## src/logic/jtdr_defs.vh

```
// Purpose: constants for the test access port data registers
// Assumes: 4-bit instructions, 4-bit chain numbers
// Notes: definitions only
`ifndef JTDR_DEFS_VH
`define JTDR_DEFS_VH
`define JTDR_OP_EXTEST 4'h0
`define JTDR_OP_SCANSEL 4'h2
`define JTDR_OP_SAMPLE 4'h3
`define JTDR_OP_RESTART 4'h4
`define JTDR_OP_CLAMP 4'h5
`define JTDR_OP_HIGHZ 4'h7
`define JTDR_OP_CLAMP_OUTPUTS_DISABLED 4'h9
`define JTDR_OP_INTEST 4'hc
`define JTDR_OP_IDENT 4'he
`define JTDR_OP_BYPASS 4'hf
`define JTDR_IR_CAPTURE 4'h1
`define JTDR_CHSEL_CAPTURE 4'h8
`define JTDR_CHSEL_RESET 4'h3
`define JTDR_CH_CORE 4'h0
`define JTDR_CH_DEBUG 4'h1
`define JTDR_CH_MONITOR 4'h2
`define JTDR_CHAIN0_LEN 105
`define JTDR_CHAIN1_LEN 33
`define JTDR_CHAIN2_LEN 38
`define JTDR_ID_ONE_BIT 1'b1
`define JTDR_ST_RESET 4'hf
`define JTDR_ST_IDLE 4'hc
`define JTDR_ST_SELDR 4'h7
`define JTDR_ST_CAPDR 4'h6
`define JTDR_ST_SHDR 4'h2
`define JTDR_ST_EX1DR 4'h1
`define JTDR_ST_PADR 4'h3
`define JTDR_ST_EX2DR 4'h0
`define JTDR_ST_UPDR 4'h5
`define JTDR_ST_SELIR 4'h4
`define JTDR_ST_CAPIR 4'he
`define JTDR_ST_SHIR 4'ha
`define JTDR_ST_EX1IR 4'h9
`define JTDR_ST_PAIR 4'hb
`define JTDR_ST_EX2IR 4'h8
`define JTDR_ST_UPIR 4'hd
`endif

```

## src/logic/jtdr_top.v

```verilog
// Purpose: test access port data registers, instruction decode and scan cells
// Assumes: test pins are asynchronous to CORE_CLK_IN and sampled; tck far slower than clock
// Notes: tck edges are found by sampling, so tdo changes a few clocks after the falling edge
`timescale 1ns/1ps
`include "jtdr_defs.vh"
module jtdr_top #(
	parameter C0_IN = 52,
	parameter VERSION = 4'h0, // arbitrary
	parameter PART_NUMBER = 16'h1234, // arbitrary
	parameter MAKER_ID = 11'h055 // arbitrary
) (
	input wire CORE_CLK_IN,
	input wire RST_IN,
	input wire CE_IN,
	input wire TCK_IN,
	input wire TMS_IN,
	input wire TDI_IN,
	input wire TEST_RESET_N_IN,
	output reg TDO_OUT,
	output reg TDO_OE_OUT,
	input wire EXT_CHAIN_SERIAL_IN_IN,
	output reg EXT_CHAIN_SERIAL_OUT_OUT,
	output reg [3:0] ACTIVE_CHAIN_NUMBER_OUT,
	output reg [3:0] CURRENT_INSTRUCTION_OUT,
	output reg [3:0] CONTROLLER_STATE_OUT,
	output reg TEST_CLOCK_PHASE_ONE_OUT,
	output reg TEST_CLOCK_PHASE_TWO_OUT,
	output reg CLAMP_OUTPUTS_DISABLED_OUT,
	output reg RESYNC_REQUEST_OUT,
	input wire [C0_IN-1:0] C0_SYS_IN,
	input wire [`JTDR_CHAIN0_LEN-C0_IN-1:0] C0_CORE_IN,
	output reg [C0_IN-1:0] C0_CORE_OUT,
	output reg [`JTDR_CHAIN0_LEN-C0_IN-1:0] C0_SYS_OUT,
	input wire [`JTDR_CHAIN1_LEN-1:0] C1_SYS_IN,
	output reg [`JTDR_CHAIN1_LEN-1:0] C1_CORE_OUT,
	output reg [`JTDR_CHAIN2_LEN-1:0] C2_DATA_OUT,
	output reg C2_UPDATE_OUT
);
	localparam N0 = `JTDR_CHAIN0_LEN;
	localparam N1 = `JTDR_CHAIN1_LEN;
	localparam N2 = `JTDR_CHAIN2_LEN;
	localparam NO = N0 - C0_IN;
	reg [2:0] tck_s_reg;
	reg [1:0] tms_s_reg;
	reg [1:0] tdi_s_reg;
	reg [1:0] trst_s_reg;
	reg [1:0] ext_s_reg;
	reg [3:0] st_reg;
	reg [3:0] st_next;
	reg [3:0] ir_sh_reg;
	reg [3:0] ir_reg;
	reg [3:0] chsel_sh_reg;
	reg [3:0] chain_reg;
	reg bypass_bit_reg;
	reg [31:0] identity_reg;
	reg [N0-1:0] c0_reg;
	reg [N1-1:0] c1_reg;
	reg [N2-1:0] c2_reg;
	wire tck_rise = tck_s_reg[1] & ~tck_s_reg[2];
	wire tck_fall = ~tck_s_reg[1] & tck_s_reg[2];
	wire trst_n = trst_s_reg[1];
	wire tms = tms_s_reg[1];
	wire tdi = tdi_s_reg[1];
	wire [31:0] id_code = {VERSION, PART_NUMBER, MAKER_ID, `JTDR_ID_ONE_BIT};
	wire in_shdr = (st_reg == `JTDR_ST_SHDR);
	wire in_capdr = (st_reg == `JTDR_ST_CAPDR);
	wire in_updr = (st_reg == `JTDR_ST_UPDR);
	wire in_shir = (st_reg == `JTDR_ST_SHIR);
	wire fifo_valid;
	wire fifo_ready;
	wire fifo_data;
	wire cap_ready;

	// path select: 0 bypass 1 identity 2 chain select 3 scan chains
	function [1:0] jtdr_path;
		input [3:0] op;
		begin
			case (op)
				`JTDR_OP_IDENT: jtdr_path = 2'h1;
				`JTDR_OP_SCANSEL: jtdr_path = 2'h2;
				`JTDR_OP_EXTEST, `JTDR_OP_INTEST: jtdr_path = 2'h3;
				default: jtdr_path = 2'h0;
			endcase
		end
	endfunction

	function jtdr_is_ext;
		input [3:0] ch;
		begin
			jtdr_is_ext = (ch != `JTDR_CH_CORE) && (ch != `JTDR_CH_DEBUG) && (ch != `JTDR_CH_MONITOR);
		end
	endfunction

	wire [1:0] path = jtdr_path(ir_reg);
	wire intest = (ir_reg == `JTDR_OP_INTEST);
	wire extest = (ir_reg == `JTDR_OP_EXTEST) || (ir_reg == `JTDR_OP_CLAMP) || (ir_reg == `JTDR_OP_CLAMP_OUTPUTS_DISABLED);

	always @*
	begin
		st_next = st_reg;
		case (st_reg)
			`JTDR_ST_RESET: st_next = tms ? `JTDR_ST_RESET : `JTDR_ST_IDLE;
			`JTDR_ST_IDLE: st_next = tms ? `JTDR_ST_SELDR : `JTDR_ST_IDLE;
			`JTDR_ST_SELDR: st_next = tms ? `JTDR_ST_SELIR : `JTDR_ST_CAPDR;
			`JTDR_ST_CAPDR: st_next = tms ? `JTDR_ST_EX1DR : `JTDR_ST_SHDR;
			`JTDR_ST_SHDR: st_next = tms ? `JTDR_ST_EX1DR : `JTDR_ST_SHDR;
			`JTDR_ST_EX1DR: st_next = tms ? `JTDR_ST_UPDR : `JTDR_ST_PADR;
			`JTDR_ST_PADR: st_next = tms ? `JTDR_ST_EX2DR : `JTDR_ST_PADR;
			`JTDR_ST_EX2DR: st_next = tms ? `JTDR_ST_UPDR : `JTDR_ST_SHDR;
			`JTDR_ST_UPDR: st_next = tms ? `JTDR_ST_SELDR : `JTDR_ST_IDLE;
			`JTDR_ST_SELIR: st_next = tms ? `JTDR_ST_RESET : `JTDR_ST_CAPIR;
			`JTDR_ST_CAPIR: st_next = tms ? `JTDR_ST_EX1IR : `JTDR_ST_SHIR;
			`JTDR_ST_SHIR: st_next = tms ? `JTDR_ST_EX1IR : `JTDR_ST_SHIR;
			`JTDR_ST_EX1IR: st_next = tms ? `JTDR_ST_UPIR : `JTDR_ST_PAIR;
			`JTDR_ST_PAIR: st_next = tms ? `JTDR_ST_EX2IR : `JTDR_ST_PAIR;
			`JTDR_ST_EX2IR: st_next = tms ? `JTDR_ST_UPIR : `JTDR_ST_SHIR;
			`JTDR_ST_UPIR: st_next = tms ? `JTDR_ST_SELDR : `JTDR_ST_IDLE;
			default: st_next = `JTDR_ST_RESET;
		endcase
	end

	// serial data selected for tdo, taken at the fall so the rise has already shifted
	reg sel_bit;
	always @*
	begin
		sel_bit = bypass_bit_reg;
		if (in_shir)
			sel_bit = ir_sh_reg[0];
		else
			case (path)
				2'h1: sel_bit = identity_reg[0];
				2'h2: sel_bit = chsel_sh_reg[0];
				2'h3:
					case (chain_reg)
						`JTDR_CH_CORE: sel_bit = c0_reg[0];
						`JTDR_CH_DEBUG: sel_bit = c1_reg[0];
						`JTDR_CH_MONITOR: sel_bit = c2_reg[0];
						default: sel_bit = ext_s_reg[1];
					endcase
				default: sel_bit = bypass_bit_reg;
			endcase
	end

	// synchronisers; test reset is only sampled, so it needs a running clock
	always @(posedge CORE_CLK_IN or posedge RST_IN)
	begin
		if (RST_IN)
		begin
			tck_s_reg <= 3'h0;
			tms_s_reg <= 2'h3;
			tdi_s_reg <= 2'h3;
			trst_s_reg <= 2'h0;
			ext_s_reg <= 2'h0;
		end
		else if (CE_IN)
		begin
			tck_s_reg <= {tck_s_reg[1:0], TCK_IN};
			tms_s_reg <= {tms_s_reg[0], TMS_IN};
			tdi_s_reg <= {tdi_s_reg[0], TDI_IN};
			trst_s_reg <= {trst_s_reg[0], TEST_RESET_N_IN};
			ext_s_reg <= {ext_s_reg[0], EXT_CHAIN_SERIAL_IN_IN};
		end
	end

	always @(posedge CORE_CLK_IN or posedge RST_IN)
	begin
		if (RST_IN)
		begin
			st_reg <= `JTDR_ST_RESET;
			ir_sh_reg <= `JTDR_IR_CAPTURE;
			ir_reg <= `JTDR_OP_IDENT;
			chsel_sh_reg <= `JTDR_CHSEL_CAPTURE;
			chain_reg <= `JTDR_CHSEL_RESET;
			bypass_bit_reg <= 1'b0;
			identity_reg <= 32'h0;
			c0_reg <= {N0{1'b0}};
			c1_reg <= {N1{1'b0}};
			c2_reg <= {N2{1'b0}};
			C2_DATA_OUT <= {N2{1'b0}};
			C2_UPDATE_OUT <= 1'b0;
			RESYNC_REQUEST_OUT <= 1'b0;
		end
		else if (CE_IN)
		begin
			C2_UPDATE_OUT <= 1'b0;
			RESYNC_REQUEST_OUT <= 1'b0;
			if (!trst_n)
			begin
				st_reg <= `JTDR_ST_RESET;
				ir_reg <= `JTDR_OP_IDENT;
				chain_reg <= `JTDR_CHSEL_RESET;
			end
			else if (tck_rise)
			begin
				st_reg <= st_next;
				if (st_reg == `JTDR_ST_RESET)
				begin
					ir_reg <= `JTDR_OP_IDENT;
					chain_reg <= `JTDR_CHSEL_RESET;
				end
				if (st_reg == `JTDR_ST_IDLE && jtdr_path(ir_reg) == 2'h0 && ir_reg == `JTDR_OP_RESTART)
					RESYNC_REQUEST_OUT <= 1'b1;
				if (st_reg == `JTDR_ST_CAPIR)
					ir_sh_reg <= `JTDR_IR_CAPTURE;
				if (in_shir)
					ir_sh_reg <= {tdi, ir_sh_reg[3:1]};
				if (st_reg == `JTDR_ST_UPIR)
					ir_reg <= ir_sh_reg;
				if (in_capdr)
					case (path)
						2'h1: identity_reg <= id_code;
						2'h2: chsel_sh_reg <= `JTDR_CHSEL_CAPTURE;
						2'h3:
						begin
							// input cells take system input, output cells take core output
							if (chain_reg == `JTDR_CH_CORE)
								c0_reg <= {C0_CORE_IN, C0_SYS_IN};
							if (chain_reg == `JTDR_CH_DEBUG)
								c1_reg <= C1_SYS_IN;
						end
						default: bypass_bit_reg <= 1'b0;
					endcase
				if (in_shdr)
					case (path)
						2'h1: identity_reg <= {tdi, identity_reg[31:1]};
						2'h2: chsel_sh_reg <= {tdi, chsel_sh_reg[3:1]};
						2'h3:
						begin
							if (chain_reg == `JTDR_CH_CORE)
								c0_reg <= {tdi, c0_reg[N0-1:1]};
							if (chain_reg == `JTDR_CH_DEBUG)
								c1_reg <= {tdi, c1_reg[N1-1:1]};
							if (chain_reg == `JTDR_CH_MONITOR)
								c2_reg <= {tdi, c2_reg[N2-1:1]};
						end
						default: bypass_bit_reg <= tdi;
					endcase
				if (in_updr && path == 2'h2)
					chain_reg <= chsel_sh_reg;
				if (in_updr && path == 2'h3 && chain_reg == `JTDR_CH_MONITOR)
				begin
					C2_DATA_OUT <= c2_reg;
					C2_UPDATE_OUT <= 1'b1;
				end
			end
		end
	end

	// tdo bit is queued at the falling edge while shifting and leaves one clock later
	jtdr_fifo #(.WIDTH(1), .DEPTH(8), .AW(3)) u_fifo (
		.clk_in(CORE_CLK_IN),
		.rst_in(RST_IN),
		.ce_in(CE_IN),
		.in_valid_in(tck_fall && trst_n && (in_shdr || in_shir)),
		.in_ready_out(cap_ready),
		.in_data_in(sel_bit),
		.out_valid_out(fifo_valid),
		.out_ready_in(1'b1),
		.out_data_out(fifo_data)
	);

	always @(posedge CORE_CLK_IN or posedge RST_IN)
	begin
		if (RST_IN)
		begin
			TDO_OUT <= 1'b0;
			TDO_OE_OUT <= 1'b0;
			EXT_CHAIN_SERIAL_OUT_OUT <= 1'b0;
			ACTIVE_CHAIN_NUMBER_OUT <= `JTDR_CHSEL_RESET;
			CURRENT_INSTRUCTION_OUT <= `JTDR_OP_IDENT;
			CONTROLLER_STATE_OUT <= `JTDR_ST_RESET;
			TEST_CLOCK_PHASE_ONE_OUT <= 1'b0;
			TEST_CLOCK_PHASE_TWO_OUT <= 1'b0;
			CLAMP_OUTPUTS_DISABLED_OUT <= 1'b0;
			C0_CORE_OUT <= {C0_IN{1'b0}};
			C0_SYS_OUT <= {NO{1'b0}};
			C1_CORE_OUT <= {N1{1'b0}};
		end
		else if (CE_IN)
		begin
			// the queue only fills on a fall, so tdo never moves in the high phase
			if (fifo_valid)
			begin
				TDO_OUT <= fifo_data;
				TDO_OE_OUT <= 1'b1;
			end
			else if (tck_fall && !(in_shdr || in_shir))
				TDO_OE_OUT <= 1'b0;
			EXT_CHAIN_SERIAL_OUT_OUT <= tdi;
			ACTIVE_CHAIN_NUMBER_OUT <= chain_reg;
			CURRENT_INSTRUCTION_OUT <= ir_reg;
			CONTROLLER_STATE_OUT <= st_reg;
			TEST_CLOCK_PHASE_ONE_OUT <= tck_s_reg[1];
			TEST_CLOCK_PHASE_TWO_OUT <= ~tck_s_reg[1];
			// bus, data and control group tristates off for clamp-outputs-disabled and high-z, not plain clamp
			CLAMP_OUTPUTS_DISABLED_OUT <= (ir_reg == `JTDR_OP_CLAMP_OUTPUTS_DISABLED) || (ir_reg == `JTDR_OP_HIGHZ);
			// no update latch, so muxed values ripple while shifting
			C0_CORE_OUT <= (intest && chain_reg == `JTDR_CH_CORE) ? c0_reg[C0_IN-1:0] : C0_SYS_IN;
			C0_SYS_OUT <= (extest && chain_reg == `JTDR_CH_CORE) ? c0_reg[N0-1:C0_IN] : C0_CORE_IN;
			C1_CORE_OUT <= (intest && chain_reg == `JTDR_CH_DEBUG) ? c1_reg : C1_SYS_IN;
		end
	end
endmodule

```

## src/logic/jtdr_fifo.v

```verilog
// Purpose: small flip-flop fifo
// Assumes: single clock, depth a power of two
// Notes: valid/ready on both sides
`timescale 1ns/1ps
module jtdr_fifo #(
	parameter WIDTH = 1,
	parameter DEPTH = 8,
	parameter AW = 3
) (
	input wire clk_in,
	input wire rst_in,
	input wire ce_in,
	input wire in_valid_in,
	output wire in_ready_out,
	input wire [WIDTH-1:0] in_data_in,
	output wire out_valid_out,
	input wire out_ready_in,
	output wire [WIDTH-1:0] out_data_out
);
	reg [WIDTH-1:0] mem_reg [0:DEPTH-1];
	reg [AW:0] wr_reg;
	reg [AW:0] rd_reg;
	wire full = (wr_reg[AW] != rd_reg[AW]) && (wr_reg[AW-1:0] == rd_reg[AW-1:0]);
	wire empty = (wr_reg == rd_reg);
	wire do_wr = ce_in && in_valid_in && !full;
	wire do_rd = ce_in && out_ready_in && !empty;
	assign in_ready_out = !full;
	assign out_valid_out = !empty;
	assign out_data_out = mem_reg[rd_reg[AW-1:0]];
	always @(posedge clk_in)
	begin
		if (do_wr)
			mem_reg[wr_reg[AW-1:0]] <= in_data_in;
	end
	always @(posedge clk_in or posedge rst_in)
	begin
		if (rst_in)
		begin
			wr_reg <= {(AW+1){1'b0}};
			rd_reg <= {(AW+1){1'b0}};
		end
		else
		begin
			if (do_wr)
				wr_reg <= wr_reg + 1'b1;
			if (do_rd)
				rd_reg <= rd_reg + 1'b1;
		end
	end
endmodule

```

## config.mk

```make
export PLATFORM = sky130hd
export DESIGN_NAME = jtdr_top
export DESIGN_NICKNAME = d
export VERILOG_FILES = /design/src/logic/jtdr_top.v /design/src/logic/jtdr_fifo.v
export VERILOG_INCLUDE_DIRS = /design/src /design/src/logic
export SDC_FILE = /design/constraint.sdc
export NUM_CORES = 1
export LEC_CHECK = 0
export BUFFER_PORTS_ARGS = -buffer_cell sky130_fd_sc_hd__buf_2
export CAP_MARGIN = 10
export CORE_MARGIN = 1
export CORE_UTILIZATION = 55
export DETAILED_ROUTE_END_ITERATION = 8
export GPL_TIMING_DRIVEN = 0
export MAX_ROUTING_LAYER = met4
export PLACE_DENSITY_LB_ADDON = 0.25
export RECOVER_POWER = 100
export SYNTH_ARGS = -nofsm -noshare
export SYNTH_HDL_FRONTEND = slang
export SYNTH_SLANG_ARGS = --single-unit
```

## constraint.sdc

```tcl
create_clock -name CORE_CLK_IN -period 20.2 [get_ports CORE_CLK_IN]
set_input_delay 3.03 -clock CORE_CLK_IN [delete_from_list [all_inputs] [get_ports CORE_CLK_IN]]
set_output_delay 3.03 -clock CORE_CLK_IN [all_outputs]
set_load 0.1 [all_outputs]
```

* Yosys cells after proc, flatten, opt, wreduce, memory -nomap -nowiden *
Memories as Yosys holds them, arrays and structs flattened. A register that Yosys moved wholly into a read port is not among the register bits.
Index checks and enable logic that the tools add are counted.

storage, ports and cells
  flip-flop bits (word level) = 443
  RAM bits = 8
  output and inout bits = 196
  memories kept = 1

cells by class
  add/sub/neg operators = 2
  equal/unequal tests = 34
  muxes and demuxes = 69
  bitwise operators = 5
  reductions and logical operators = 41

memory list
  memory          words  width  read ports  clocked after memory_dff  wr ports  RTL line        text
  u_fifo.mem_reg  8      1      1           1                         1         jtdr_fifo.v:20  reg [WIDTH-1:0] mem_reg [0:DEPTH-1];

operators with widths
  operator             number
  $mux 105             6
  $mux 33              7
  $mux 32              4
  $mux 4               17
  $mux 53              1
  $mux 52              1
  $pmux 4 s12          1
  $eq 4x4->1 const B   11
  $eq 4x3->1 const B   7
  $mux 2               9
  $eq 4x2->1 const B   4
  $mux 1               16
  $logic_and 1x1->1    15
  $logic_not 4->1      3
  $mux 3               4
  $reduce_and 3->1     3
  $add 4x1->4 const B  2
  $eq 4x1->1 const B   2
  $reduce_and 4->1     2
  $ne 3x1->1 const B   2
  $pmux 1 s3           2
  $pmux 2 s3           1
  $reduce_and 2->1     3
  $reduce_and 6->1     1
  15 further kinds     27

* Depth between registers and ports, before layout *
  word-level depth = 12
  gate-level depth with buffers = 7
  depth with buffers taken out = 4

* Modules after synthesis *
A second synthesis with hierarchy kept.

unflattened totals
  cell total of the unflattened synthesis = 1899
  area, all modules = 20761.2 sq um

modules (own cells, without submodules)
  module     times used  cells each  area each (sq um)  seq. area each (sq um)
  jtdr_top   1           1833        19890.3            10915.5
  jtdr_fifo  1           66          870.8              440.4

* Worst setup path after synthesis *
Ideal clock, no wire load.

  path kind = input port to flip-flop
  start = input port CE_IN
  end = register c0_reg[0]
  library setup time = 73 ps
  arrival = 4363 ps
  required time = 20127 ps
  setup slack = 15764 ps
  cell stages on the path = 7
  buffers on the path = 3
  path through = nand4b_1 buf_2 or3_4 nor3_4 buf_4 buf_6 a2bb2oi_2

between the ends
  longest elaborated chain between the ends = 1

ends and longest elaborated chain
  item                               RTL line        text
  start, declared                    jtdr_top.v:14   input wire CE_IN,
  $reduce_and 3->1 (no source line)  n/a
  end signal, assigned               jtdr_top.v:176  c0_reg <= {N0{1'b0}};
  end signal, assigned               jtdr_top.v:217  c0_reg <= {C0_CORE_IN, C0_SYS_IN};
  end signal, assigned               jtdr_top.v:230  c0_reg <= {tdi, c0_reg[N0-1:1]};
  end, declared                      jtdr_top.v:56   reg [N0-1:0] c0_reg;

Every way passes these cells.
A chain may end at the register's enable or synchronous reset.

==> impl_metrics.toml <==
[placement]
dpl.cell_count = 2540
buffer_ports.inserted = 341
dp.final_hpwl_microns = 38600
gpl.final_weighted_congestion = 0.906

[hold_path]
worstHoldPathType = "register to register"

[floorplanning]
placeableCoreArea_sq_um = 35600
die_area_sq_um = 36900
std_cell_rows = 69
die-height_microns = 192
floorplan.initialDensity_pct = 55.9
die-width_microns = 192
ios = 342

[synth]
synth.net_count = 1882
synth.yosys.seq_area_share_pct = 57.1
post_synth_edffs = 8
synthesis.yosys.warnings = 0
post_synth_main_area_contributors = "sky130_fd_sc_hd__dfrtp_1, sky130_fd_sc_hd__mux2_2, sky130_fd_sc_hd__mux2i_1"
synth_flop_cell = "sky130_fd_sc_hd__dfrtp_1"
netlist_area_sq_um = 19900
post-synth-top-area-fraction_pct = 52.7
ys_ff_latch = 451
netlist.top_cell.by_area = "sky130_fd_sc_hd__dfrtp_1"
postSynthCellCount = 1734
async_flop_share_pct = 98.2
mean_area_per_synthesized_cell_sq_um = 11.5
unique_cell_type_count_in_the_yosys_netlist = 60

[pwr]
worst_ir_drop_vdd_mv = 0.103
static_leakage_nw = 10.8
power-per-cell-area_nw_per_um2 = 96.8

[route]
detailedRoute.firstPassIterationCount = 5
detail-route-antenna-nets = 0
drc = 0
post_drt_wl_per_cell_microns = 20.5
route.vias.total = 15600
detailedRoute.firstIterationViolations = 1135
post_drt_via_cell_ratio = 5.92
final_routed_wirelength_across_all_metal_layers_microns = 54100

[timing]
min_period_ns = 9.57
share_of_the_cycle_needed_by_the_critical_path_after_routing_pct = 47.4
slew_violations = 118
achievable-frequency_ghz = 0.104
fin_tns_setup_ns = 0
skew_ns = 0.0135
relSlewSlack_pct = -332
tightestPinTransition_ns = 6.47
finalSetupViolations = 0
finalHoldViolations = 0
grt_setup_unrepaired = "false"

[final_layout]
layout-drive-gt1-share_pct = 18.6
final.fill_count = 2909
area_growth_pct = 17.7
layout_commonest_cell = "sky130_fd_sc_hd__dfrtp_1"
finish.cell_count_without_fillers = 2637
largest_register_ff_count = 105
layout_common_cells = "sky130_fd_sc_hd__dfrtp_1, sky130_fd_sc_hd__clkbuf_1, sky130_fd_sc_hd__nor2_1, sky130_fd_sc_hd__buf_2, sky130_fd_sc_hd__o22ai_1"
nNetsFinal = 2275

[grt]
grt_pass1_vias = 15500
grt.overflow.total = 0
grt_antenna_before_repair = 12
grt_pass1_wl_microns = 84400
grt_util_all_layers_pct = 30.0
grt_max_degree = 123

[clock_tree]
cts_post_setup_buffers_inserted = 0
cts.sinks = 451
clockRootBuffer = "sky130_fd_sc_hd__clkbuf_16"
clk-insertion-delay-late_ns = 0.58
clock_tree_from_tritoncts = "built"
ctsHtreeMaxLevel = 2
cts_resized = 0
cts_buffers = 46
max-clock-path-buffers = 3
postCtsHoldBufs = 0
cts.clk_slew.worst_paths_ns = 0.06

[worst_setup_path]
critical_path_class = "input port to async pin"
critical_path.endpoint_type = "async pin"
timing.critical_path.arrival_ns = 8.67
crit_path_start_kind = "input port"
worstPathRequired_ns = 19.29
crit_fanout = 117

[run_status]
run_status = "complete, but fails checks"
violations = "capacitance limit, slew limit"

[job]
cap_violations = 1
## critical path: stages
cell and delay [ns]:
sky130_fd_sc_hd__buf_2 0.10, sky130_fd_sc_hd__clkinvlp_2 0.81, sky130_fd_sc_hd__clkbuf_1 4.53
## cells by family after synthesis
| family | Yosys count | synth area share [%] |
|---|---|---|
| DFF | 451 | 57.1 |
| adders and majority gates | 2 | 0.126 |
| xor gates and xnor gates | 12 | 0.528 |
| AOI/OAI and AO/OA | 550 | 19.6 |
| and+or+nand+nor | 354 | 8.45 |
| buffers and inverters | 173 | 3.73 |
| muxes | 192 | 10.4 |
## cells in the mapped netlist (6+ instances only)
library cell and n:
sky130_fd_sc_hd__nor3_1 6, sky130_fd_sc_hd__nand2_1 53, sky130_fd_sc_hd__dfrtp_1 419, sky130_fd_sc_hd__a2bb2oi_2 50, sky130_fd_sc_hd__mux2_2 103, sky130_fd_sc_hd__nor2_1 162, sky130_fd_sc_hd__o21ai_0 102, sky130_fd_sc_hd__dfstp_2 24
sky130_fd_sc_hd__nand2b_1 31, sky130_fd_sc_hd__buf_2 29, sky130_fd_sc_hd__nand3_1 64, sky130_fd_sc_hd__edfxtp_1 8, sky130_fd_sc_hd__mux2i_1 87, sky130_fd_sc_hd__o22ai_1 139, sky130_fd_sc_hd__a2bb2oi_1 88, sky130_fd_sc_hd__a31oi_1 56
sky130_fd_sc_hd__inv_1 14, sky130_fd_sc_hd__clkbuf_1 119, sky130_fd_sc_hd__a21oi_1 93, sky130_fd_sc_hd__xnor2_1 9, sky130_fd_sc_hd__o22a_1 6
## routing by layer
| layer | part of all wire (%) | wire (microns) | global-route usage (%) |
|---|---|---|---|
| met1 | 41 | 22200 | 37.4 |
| met2 | 48 | 25800 | 47.5 |
| met3 | 8.0 | 4350 | 7.29 |
| met4 | 3.3 | 1770 | 11.3 |
| met5 | 0 | 0 | - |
## through the flow
| stage | setup WS [ns] | instance area, sq um | hold slack [ns] | utilization (%) | total power [mW] |
|---|---|---|---|---|---|
| 3_3_place_gp | 0.511 | 22200 | 0.463 | 62.3 | 1.37 |
| 5_1_grt | 9.29 | 23400 | 0.511 | 65.8 | 2.34 |
| 6_report | 10.63 | 23400 | 0.481 | 65.8 | 2.27 |
| 3_5_place_dp | 14.89 | 22300 | 0.472 | 62.7 | 1.38 |
| 4_1_cts | 15.52 | 23900 | 0.486 | 67.3 | 2.29 |
| 2_1_floorplan | 4.87 | 19900 | 0.449 | - | 1.29 |
## final timing paths
kind	slack, ns	to	depth (start not counted)	from
worst max register to register	16.49	c0_reg[21]	7	ir_reg[3]
max in group CORE_CLK_IN	14.40	c0_reg[21]	8	CE_IN
min in group asynchronous	2.75	C0_CORE_OUT[13]	2	RST_IN
worst min-delay path	0.48	identity_reg[2]	2	identity_reg[2]
worst min register to register	0.48	identity_reg[2]	2	identity_reg[2]
worst max-delay path	10.63	c1_reg[6]	3	RST_IN
## final cells by class
class / instances / area [sq um] / share of cell area, %
buffer: 159 / 629 / 2.69
tap: 461 / 577 / 2.46
sequential: 451 / 11400 / 48.5
antenna: 13 / 32.5 / 0.139
clock inverter: 19 / 223 / 0.951
timing repair buffer: 345 / 1550 / 6.60
inverter: 14 / 53.8 / 0.230
multi-input combinational: 1110 / 7590 / 32.4
clock buffer: 65 / 1410 / 6.01
## power breakdown
part | leakage, nW | switching [mW] | internal (mW) | total [mW]
sequential | 5.75 | 0.0299 | 0.948 | 0.978
clock | 0.816 | 0.362 | 0.549 | 0.910
combinational | 4.28 | 0.313 | 0.0657 | 0.378
(Power assumes the default switching activity.)
